### src/verilog/msp_consts.svh
// constants for the stop, pause and stop-notify command block
// assumes inclusion by bare name from the design file
`ifndef MSP_CONSTS_SVH
`define MSP_CONSTS_SVH
`define MSP_NCH      16
`define MSP_NNET     3
`define MSP_SPD_MIN  24'h000005
`define MSP_SPD_MAX  24'h989680
`define MSP_SRQ_BYTE 8'h10
`define MSP_MAP_ALL  16'hffff
`define MSP_MAP_NONE 16'h0000
`endif

### src/verilog/msp_pkg.sv
// types for the stop, pause and stop-notify command block
// assumes commands arrive already parsed from the text link
package msp_pkg;
	// parsed command opcodes
	typedef enum logic [4:0] {
		MSP_OP_NOP, MSP_OP_CH_SOFT, MSP_OP_CH_HARD, MSP_OP_ALL_SOFT,
		MSP_OP_ALL_HARD, MSP_OP_SPEED, MSP_OP_PAUSE_ON, MSP_OP_PAUSE_OFF,
		MSP_OP_PAUSE_Q, MSP_OP_REQ_Q, MSP_OP_GFLAG, MSP_OP_GFLAG_CLR,
		MSP_OP_GFLAG_Q, MSP_OP_GFLAG_QALL, MSP_OP_NFLAG, MSP_OP_NFLAG_CLR,
		MSP_OP_NFLAG_Q, MSP_OP_NFLAG_QALL
	} msp_op_t;
	// interface a command came in on; serial uses the serial prefix
	typedef enum logic [1:0] {
		MSP_IF_GPIB, MSP_IF_FAST, MSP_IF_NORM, MSP_IF_SER
	} msp_if_t;
	typedef enum logic [1:0] {
		MSP_RP_ONOFF, MSP_RP_BIT, MSP_RP_MAP
	} msp_rkind_t;
	typedef struct packed {
		msp_op_t     op;
		msp_if_t     src;
		logic [3:0]  ch;
		logic        arg;
		logic [2:0]  port;
		logic [23:0] pps;
	} msp_cmd_t;
	typedef struct packed {
		msp_rkind_t  kind;
		logic [15:0] data;
	} msp_reply_t;
	typedef struct packed {
		msp_if_t     dst;
		logic [2:0]  port;
		logic [3:0]  ch;
	} msp_msg_t;
	typedef struct packed {
		logic [3:0]  ch;
		logic [23:0] pps;
	} msp_speed_t;
endpackage : msp_pkg

### src/verilog/msp_core.sv
// stop, speed change, pause and stop-notify command handling, 16 channels
// assumes a parser hands over one command per cycle and motion logic
// reports per-channel moving levels and new move requests
`timescale 1ns/1ps
`include "msp_consts.svh"

module msp_core (
	input  wire logic            ref_clk_in,      // 100 MHz clock
	input  wire logic            nrst_in,         // async reset, low
	input  wire logic            cmd_valid_in,    // parsed command strobe
	input  wire msp_pkg::msp_cmd_t cmd_in,        // parsed command
	input  wire logic            remote_in,       // remote mode level
	input  wire logic [15:0]     moving_in,       // motor moving per ch
	input  wire logic [15:0]     motion_req_in,   // new move request pulses
	output logic [15:0]          soft_stop_out,   // decelerating stop pulse
	output logic [15:0]          hard_stop_out,   // immediate stop pulse
	output logic [15:0]          start_out,       // move start pulses
	output logic [15:0]          standby_out,     // channels in standby
	output logic                 paused_out,      // pause state
	output logic                 speed_valid_out, // speed change pulse
	output msp_pkg::msp_speed_t  speed_out,       // channel and new speed
	output logic                 reply_valid_out, // reply pulse
	output msp_pkg::msp_reply_t  reply_out,       // reply payload
	output logic                 requesting_channel_query,         // GPIB service request
	output logic [7:0]           poll_byte_out,   // serial poll status
	output logic                 msg_valid_out,   // stop message pulse
	output msp_pkg::msp_msg_t    msg_out          // stop message target
);
	import msp_pkg::*;

	// one-hot decode of a channel number
	function automatic logic [15:0] ch_bit(input logic [3:0] ch);
		ch_bit = 16'h0001 << ch;
	endfunction : ch_bit

	// lowest set channel of a map
	function automatic logic [3:0] low_ch(input logic [15:0] m);
		low_ch = 4'h0;
		for (int i = `MSP_NCH - 1; i >= 0; i--) begin
			if (m[i]) begin
				low_ch = 4'(i);
			end
		end
	endfunction : low_ch

	logic [15:0] moving_q;
	logic [15:0] gflag;
	logic [15:0] req_map;
	logic [15:0] held;
	logic [15:0] nflag [`MSP_NNET];
	logic [15:0] npend [`MSP_NNET];
	logic [2:0]  nport [`MSP_NNET];
	logic [15:0] next_gflag;
	logic [15:0] next_req;
	logic [15:0] next_held;
	logic [15:0] next_start;
	logic [15:0] next_nflag [`MSP_NNET];
	logic [15:0] next_npend [`MSP_NNET];
	logic [2:0]  next_nport [`MSP_NNET];
	msp_reply_t  next_reply;
	logic        next_rvalid;

	// command decode; each accept term already folds in its mode checks
	wire [15:0] stopped  = moving_q & ~moving_in;
	wire [15:0] cmd_bit  = ch_bit(cmd_in.ch);
	wire        ch_moves = |(moving_in & cmd_bit);
	wire        is_net   = cmd_in.src != MSP_IF_GPIB;
	wire [1:0]  net_idx  = 2'(cmd_in.src) - 2'h1;
	wire        spd_ok   = cmd_in.pps >= `MSP_SPD_MIN &&
	                       cmd_in.pps <= `MSP_SPD_MAX;
	wire        op_soft  = cmd_valid_in && cmd_in.op == MSP_OP_CH_SOFT;
	wire        op_hard  = cmd_valid_in && cmd_in.op == MSP_OP_CH_HARD;
	wire        op_asoft = cmd_valid_in && cmd_in.op == MSP_OP_ALL_SOFT;
	wire        op_ahard = cmd_valid_in && cmd_in.op == MSP_OP_ALL_HARD;
	wire        op_speed = cmd_valid_in && cmd_in.op == MSP_OP_SPEED &&
	                       remote_in && ch_moves && spd_ok;
	wire        op_p_on  = cmd_valid_in && cmd_in.op == MSP_OP_PAUSE_ON &&
	                       remote_in;
	wire        op_p_off = cmd_valid_in && cmd_in.op == MSP_OP_PAUSE_OFF &&
	                       remote_in;
	wire        op_req_q = cmd_valid_in && cmd_in.op == MSP_OP_REQ_Q;
	wire        op_gflag = cmd_valid_in && cmd_in.op == MSP_OP_GFLAG;
	wire        op_gclr  = cmd_valid_in && cmd_in.op == MSP_OP_GFLAG_CLR;
	wire        op_nflag = cmd_valid_in && cmd_in.op == MSP_OP_NFLAG &&
	                       is_net;
	wire        op_nclr  = cmd_valid_in && cmd_in.op == MSP_OP_NFLAG_CLR &&
	                       is_net;

	// stop masks; stops never depend on remote mode
	wire [15:0] soft_m = op_asoft ? `MSP_MAP_ALL :
	                     (op_soft ? cmd_bit : `MSP_MAP_NONE);
	wire [15:0] hard_m = op_ahard ? `MSP_MAP_ALL :
	                     (op_hard ? cmd_bit : `MSP_MAP_NONE);

	// message scheduler: fast LAN first, then normal LAN, then serial
	wire       sel_v = |npend[0] || |npend[1] || |npend[2];
	wire [1:0] sel_i = |npend[0] ? 2'h0 : (|npend[1] ? 2'h1 : 2'h2);
	wire [3:0] sel_c = low_ch(npend[sel_i]);

	// GPIB flags and requesting map
	always_comb begin
		next_req = req_map;
		if (op_req_q) begin
			next_req = `MSP_MAP_NONE;
		end
		next_req = next_req | (stopped & gflag);
		next_gflag = gflag & ~stopped;
		if (op_gclr) begin
			next_gflag = `MSP_MAP_NONE;
		end else if (op_gflag && cmd_in.arg) begin
			next_gflag = next_gflag | cmd_bit;
		end else if (op_gflag) begin
			next_gflag = next_gflag & ~cmd_bit;
		end
	end

	// network flag sets, one per link class, never crossing
	always_comb begin
		for (int i = 0; i < `MSP_NNET; i++) begin
			next_npend[i] = npend[i];
			if (sel_v && sel_i == 2'(i)) begin
				next_npend[i] = npend[i] & ~ch_bit(sel_c);
			end
			next_npend[i] = next_npend[i] | (stopped & nflag[i]);
			next_nflag[i] = nflag[i] & ~stopped;
			next_nport[i] = nport[i];
			if (net_idx == 2'(i)) begin
				if (op_nclr) begin
					next_nflag[i] = `MSP_MAP_NONE;
				end else if (op_nflag && cmd_in.arg) begin
					next_nflag[i] = next_nflag[i] | cmd_bit;
					next_nport[i] = cmd_in.port;
				end else if (op_nflag) begin
					next_nflag[i] = next_nflag[i] & ~cmd_bit;
				end
			end
		end
	end

	// pause: requests are held in standby, released together
	always_comb begin
		next_held  = `MSP_MAP_NONE;
		next_start = motion_req_in;
		if (paused_out) begin
			next_held  = (held | motion_req_in) & ~(soft_m | hard_m);
			next_start = `MSP_MAP_NONE;
			if (op_p_off) begin
				next_start = held | motion_req_in;
				next_held  = `MSP_MAP_NONE;
			end
		end
	end

	// query replies
	always_comb begin
		next_rvalid = cmd_valid_in;
		next_reply  = '{kind: MSP_RP_MAP, data: `MSP_MAP_NONE};
		case (cmd_in.op)
			MSP_OP_PAUSE_Q: begin
				next_reply.kind = MSP_RP_ONOFF;
				next_reply.data = {15'h0000, paused_out};
			end
			MSP_OP_REQ_Q: begin
				next_reply.data = req_map;
			end
			MSP_OP_GFLAG_Q: begin
				next_reply.kind = MSP_RP_BIT;
				next_reply.data = {15'h0000, |(gflag & cmd_bit)};
			end
			MSP_OP_GFLAG_QALL: begin
				next_reply.data = gflag;
			end
			MSP_OP_NFLAG_Q: begin
				next_reply.kind = MSP_RP_BIT;
				next_reply.data = {15'h0000, |(nflag[net_idx] & cmd_bit)};
				next_rvalid     = cmd_valid_in && is_net;
			end
			MSP_OP_NFLAG_QALL: begin
				next_reply.data = nflag[net_idx];
				next_rvalid     = cmd_valid_in && is_net;
			end
			default: begin
				next_rvalid = 1'b0;
			end
		endcase
	end

	// flag and pause state
	always_ff @(posedge ref_clk_in or negedge nrst_in) begin
		if (!nrst_in) begin
			moving_q    <= `MSP_MAP_NONE;
			gflag       <= `MSP_MAP_NONE;
			req_map     <= `MSP_MAP_NONE;
			held        <= `MSP_MAP_NONE;
			paused_out  <= 1'b0;
			standby_out <= `MSP_MAP_NONE;
			for (int i = 0; i < `MSP_NNET; i++) begin
				nflag[i] <= `MSP_MAP_NONE;
				npend[i] <= `MSP_MAP_NONE;
				nport[i] <= 3'h0;
			end
		end else begin
			moving_q <= moving_in;
			gflag    <= next_gflag;
			req_map  <= next_req;
			held     <= next_held;
			nflag    <= next_nflag;
			npend    <= next_npend;
			nport    <= next_nport;
			if (op_p_on) begin
				paused_out  <= 1'b1;
				standby_out <= ~moving_in;
			end else if (op_p_off) begin
				paused_out  <= 1'b0;
				standby_out <= `MSP_MAP_NONE;
			end
		end
	end

	// registered outputs
	always_ff @(posedge ref_clk_in or negedge nrst_in) begin
		if (!nrst_in) begin
			soft_stop_out   <= `MSP_MAP_NONE;
			hard_stop_out   <= `MSP_MAP_NONE;
			start_out       <= `MSP_MAP_NONE;
			speed_valid_out <= 1'b0;
			speed_out       <= '0;
			reply_valid_out <= 1'b0;
			reply_out       <= '0;
			requesting_channel_query         <= 1'b0;
			poll_byte_out   <= 8'h00;
			msg_valid_out   <= 1'b0;
			msg_out         <= '0;
		end else begin
			soft_stop_out   <= soft_m;
			hard_stop_out   <= hard_m;
			start_out       <= next_start;
			speed_valid_out <= op_speed;
			speed_out       <= '{ch: cmd_in.ch, pps: cmd_in.pps};
			reply_valid_out <= next_rvalid;
			reply_out       <= next_reply;
			requesting_channel_query         <= |next_req;
			poll_byte_out   <= |next_req ? `MSP_SRQ_BYTE : 8'h00;
			msg_valid_out   <= sel_v;
			msg_out         <= '{dst: msp_if_t'(sel_i + 2'h1),
			                     port: nport[sel_i], ch: sel_c};
		end
	end
endmodule : msp_core

### config.mk
export PLATFORM = sky130hd
export DESIGN_NAME = msp_core
export DESIGN_NICKNAME = d
export VERILOG_FILES = /design/src/verilog/msp_pkg.sv /design/src/verilog/msp_core.sv
export VERILOG_INCLUDE_DIRS = /design/src /design/src/verilog
export SDC_FILE = /design/constraint.sdc
export NUM_CORES = 1
export LEC_CHECK = 0
export ABC_AREA = 1
export CAP_MARGIN = 0
export CORE_ASPECT_RATIO = 1.75
export CORE_MARGIN = 10
export CORE_UTILIZATION = 25
export CTS_BUF_LIST = sky130_fd_sc_hd__clkbuf_4
export CTS_CLUSTER_DIAMETER = 40
export DETAILED_ROUTE_END_ITERATION = 12
export DONT_BUFFER_PORTS = 1
export GPL_ROUTABILITY_DRIVEN = 0
export MAX_ROUTING_LAYER = met4
export PLACE_DENSITY = 0.39
export SKIP_LAST_GASP = 1
export SYNTH_ARGS = -nofsm -noshare
export SYNTH_HDL_FRONTEND = slang
export SYNTH_SLANG_ARGS = --single-unit
### constraint.sdc
create_clock -name ref_clk_in -period 2.4 [get_ports ref_clk_in]
set_input_delay 0.72 -clock ref_clk_in [delete_from_list [all_inputs] [get_ports ref_clk_in]]
set_output_delay 0.72 -clock ref_clk_in [all_outputs]
set_load 0.03 [all_outputs]
==> results by stage <==
Run status:
- The flow ran to the end, but the final reports show violations.
- The final reports fail on hold timing, setup timing.

Drt:
- The final layout contains routed wiring with a total length of 58,400 um.
- After detailed routing, the average wire length per cell comes to 22.5 um.
- The via count is 12,600.
- For this block, the initial DRC count from the detailed router was 654.
- The remaining routing DRC violations is 0.
- Before antenna repair, the detailed router went through 8 iterations.
- After detailed routing, the number of vias per cell comes to 4.84.
- Once detail routing completed, the nets flagged for antenna violations numbered 0.

Cells and area:
- The commonest non-fill, non-tap cell in the layout is sky130_fd_sc_hd__dfrtp_1.
- The share of final-layout standard cells stronger than drive strength 1 is 25.7%.
- Measured on the finished design, the core utilization comes to 34.1%.
- The fill cell total of the finished layout is 5,466.
- The post-layout net count is 1,935.
- The area of combinational cells with multiple inputs is 5490 um^2.
- The top cell types in the final layout, fill and taps aside, are sky130_fd_sc_hd__dfrtp_1 (292), sky130_fd_sc_hd__nand2_1 (291), sky130_fd_sc_hd__buf_4 (227), sky130_fd_sc_hd__nor2_1 (187), sky130_fd_sc_hd__inv_1 (158).
- The count of placed standard cells in the final layout, fillers left out is 2,596.
- The sequential standard cell area is 7330 um^2.
- The area overhead of the layout relative to synthesis is 35.2%.

Synthesis:
- The main flop type after synthesis is sky130_fd_sc_hd__dfrtp_1.
- Yosys attributes the largest share of cell area to sky130_fd_sc_hd__dfrtp_1 (56%), sky130_fd_sc_hd__nand2_1 (9.0%), sky130_fd_sc_hd__nor2_1 (5.6%).
- The proportion of netlist area held by the largest area contributor is 55.6%.
- The cell area that synthesis handed to floorplanning was 13,200 um^2.
- The share of synthesized area occupied by flip-flops and latches is 55.6%.
- The number of enable flip-flop cells after synthesis is 0.
- Counting flops and latches in the post-synthesis netlist gives 293.
- The async set-or-reset flop fraction in the synthesized netlist is 100%.
- The number of distinct library cells after synthesis is 51.
- The number of instances in the synthesized netlist is 1,532.
- Averaged over all synthesized cells, the footprint is 8.61 um^2.
- The biggest area consumer among synthesized cells is sky130_fd_sc_hd__dfrtp_1.
- During synthesis, Yosys emitted a total of 0 warnings.

Worst setup path:
- In this run the critical register-to-register path is launched from npend[38]$_DFF_PN0_.
- The kind of cell adding the most delay to the critical path is simple AND/OR/NAND/NOR gates.
- Among the stages of the critical path, the cell type that occurs most often is sky130_fd_sc_hd__nand2_1.
- The slowest stage of the critical path belongs to the cell sky130_fd_sc_hd__dfrtp_1.
- The startpoint type of the worst setup path is a flop.
- In this run the critical register-to-register path is captured at npend[47]$_DFF_PN0_.
- For flop-to-flop paths, the worst setup slack is -590 ps.
- The worst-case reg-to-reg path depth is 28.
- On the worst path, the slowest cell contributes a delay of 420 ps.
- The number of stages on the worst setup path is 28.
- Of all nets on the critical path, the largest fanout is 6.
- The type of element capturing the critical path is a flop.
- The path type of the worst setup path is reg -> reg.
- The worst path arrival time is 3650 ps.
- The number of buffer and inverter instances along the worst setup path is 2.
- Data on the critical path is required at its endpoint by 3060 ps.

Timing:
- Setup repair after global routing could not meet its margin everywhere.
- The number of max-slew violations in the final report was 0.
- The count of endpoints failing hold in the final timing report was 293.
- Once routing completed, OpenROAD measured the worst setup slack at -589 ps.
- The tightest hold path in the finished design has a slack of -378 ps.
- The setup total negative slack is -24,490 ps.
- The worst slew slack as a fraction of its limit is 49.0%.
- The worst path uses 125% of the clock period.
- The shortest period the worst path allows is 2990 ps.
- The clock skew is 37.5 ps.
- Timing would allow up to 0.335 GHz.
- The number of setup violations in the final report is 49.
- The transition time of the tightest slew-check pin is 762 ps.

Die:
- The die is 324 um tall.
- The area of the die is 62,700 um^2.
- The I/O pin total is 207.
- The die span in x is 194 um.
- The number of rows created at floorplan is 111.
- Once the floorplan was initialized, standard cells occupied 25.2% of the core.
- The region available for standard cell placement spans 52,400 um^2.

Placed design:
- The count of port buffers added during placement is 0.
- Including well taps, the total number of placed cells is 2,390.
- The half-perimeter wire length after placement is 44,000 um.

Global routing:
- The first global-routing pass estimated 86,600 um of wire.
- The initial antenna violation count is 2.
- The global routing usage summed across all routing layers is 18.8%.
- The number of global-route vias before repair is 13,600.
- Entering global routing, the biggest net connects 294 pins.
- The total global routing overflow is 0.

Worst hold path:
- The type of the most critical hold path is in -> async.

Clocking:
- In this run the number of H-tree levels came out at 3.
- The maximum number of buffers from clock root to sink is 3.
- Buffers inserted during clock tree synthesis total 78.
- The root buffer cell chosen for the clock tree is sky130_fd_sc_hd__clkbuf_4.
- CTS saw 293 sinks.
- The clock transition at the registers of the reported paths is 70 ps.
- Clock latency on the worst-skew pair, taken at its later pin, is 800 ps.
- Buffers inserted to repair hold after CTS numbered 47.
- TritonCTS built the clock tree.

Pwr:
- IR analysis of the VDD net gives a maximum drop of 1.13 mV.
- Power spread over the standard cell area amounts to 1120 nW/um^2.
- The total leakage power is 8.41 nW.

Run:
- Max-cap violations in this run came to 0.
Yosys cell counts, drive strengths merged, types with 5 or more instances:
cell type,number
nand3,81
o221ai,6
nor3,30
nor2,207
a21oi,45
inv,166
nand4,12
o21ai,135
a311oi,13
a22oi,22
o22ai,65
ha,5
nand2,320
clkinv,5
clkbuf,43
a221oi,13
dfrtp,293
buf,15
nor4,31
stage by stage:
| step | total power [mW] | worst slack (ps) | instance area [um^2] |
|---|---|---|---|
| floorplan | 9.69 | -186 | 13400 |
| finish | 20.0 | -589 | 17800 |
| detailed placement | 13.1 | -783 | 15700 |
| global placement | 13.1 | -770 | 15700 |
| global route | 21.2 | -797 | 17800 |
| CTS | 18.8 | -612 | 17400 |
worst max-delay path by stage:
stage	startpoint	end
after floorplan	cmd_in[32]	reply_out[0]$_DFF_PN0_
after global placement	npend[38]$_DFF_PN0_	npend[25]$_DFF_PN0_
after detailed placement	npend[22]$_DFF_PN0_	npend[25]$_DFF_PN0_
after CTS	npend[38]$_DFF_PN0_	npend[31]$_DFF_PN0_
after global routing	npend[38]$_DFF_PN0_	npend[31]$_DFF_PN0_
final	npend[38]$_DFF_PN0_	npend[47]$_DFF_PN0_
power breakdown:
| part | internal (mW) | switching (mW) | leakage [nW] |
|---|---|---|---|
| clock | 2.35 | 2.26 | 0.591 |
| sequential | 5.39 | 0.601 | 3.76 |
| combinational | 4.12 | 5.32 | 4.06 |
final cells by class:
type | instances | share of cell area [%]
sequential | 293 | 41.1
multi-input combinational | 1016 | 30.8
timing repair buffer | 295 | 13.9
tap | 678 | 4.76
clock buffer | 103 | 4.34
inverter | 171 | 3.75
clock inverter | 38 | 1.31
antenna | 2 | 0.0281
sequential cells by signal, summed over array words and instances (netlist names), 16 cells and up:
register,cells
held,16
npend,48
gflag,16
nflag,48
reply_out,18
moving_q,16
req_map,16
soft_stop_out,16
standby_out,16
start_out,16
hard_stop_out,16
speed_out,28
kinds of logic after synthesis:
kind of cell | after synthesis | share of synthesized area (%)
other | 1 | 0.0284
AO/OA/AOI/OAI | 317 | 14.7
AND/OR/NAND/NOR | 687 | 22.3
flip-flops | 293 | 55.6
buffers and inverters | 229 | 6.91
adder cells (fa/ha/maj) | 5 | 0.474
timing repair:
item / CTS / global route
cloned: 0 / 0
setup buffers: 7 / 9
endpoints found under the hold margin: 354 / 293
gates resized for setup: 39 / 84
setup endpoints to repair: 50 / 49
pin swaps: 27 / 46
layer usage:
| metal | up-vias | track usage (%) | routed length [um] |
|---|---|---|---|
| met5 | - | - | 0 |
| met4 | 0 | 9.64 | 2840 |
| met3 | 148 | 4.35 | 3440 |
| met2 | 486 | 35.9 | 32700 |
| met1 | 6107 | 17.1 | 19400 |
| li1 | 5831 | - | - |
Note: power is estimated with default switching activity, not from simulation.
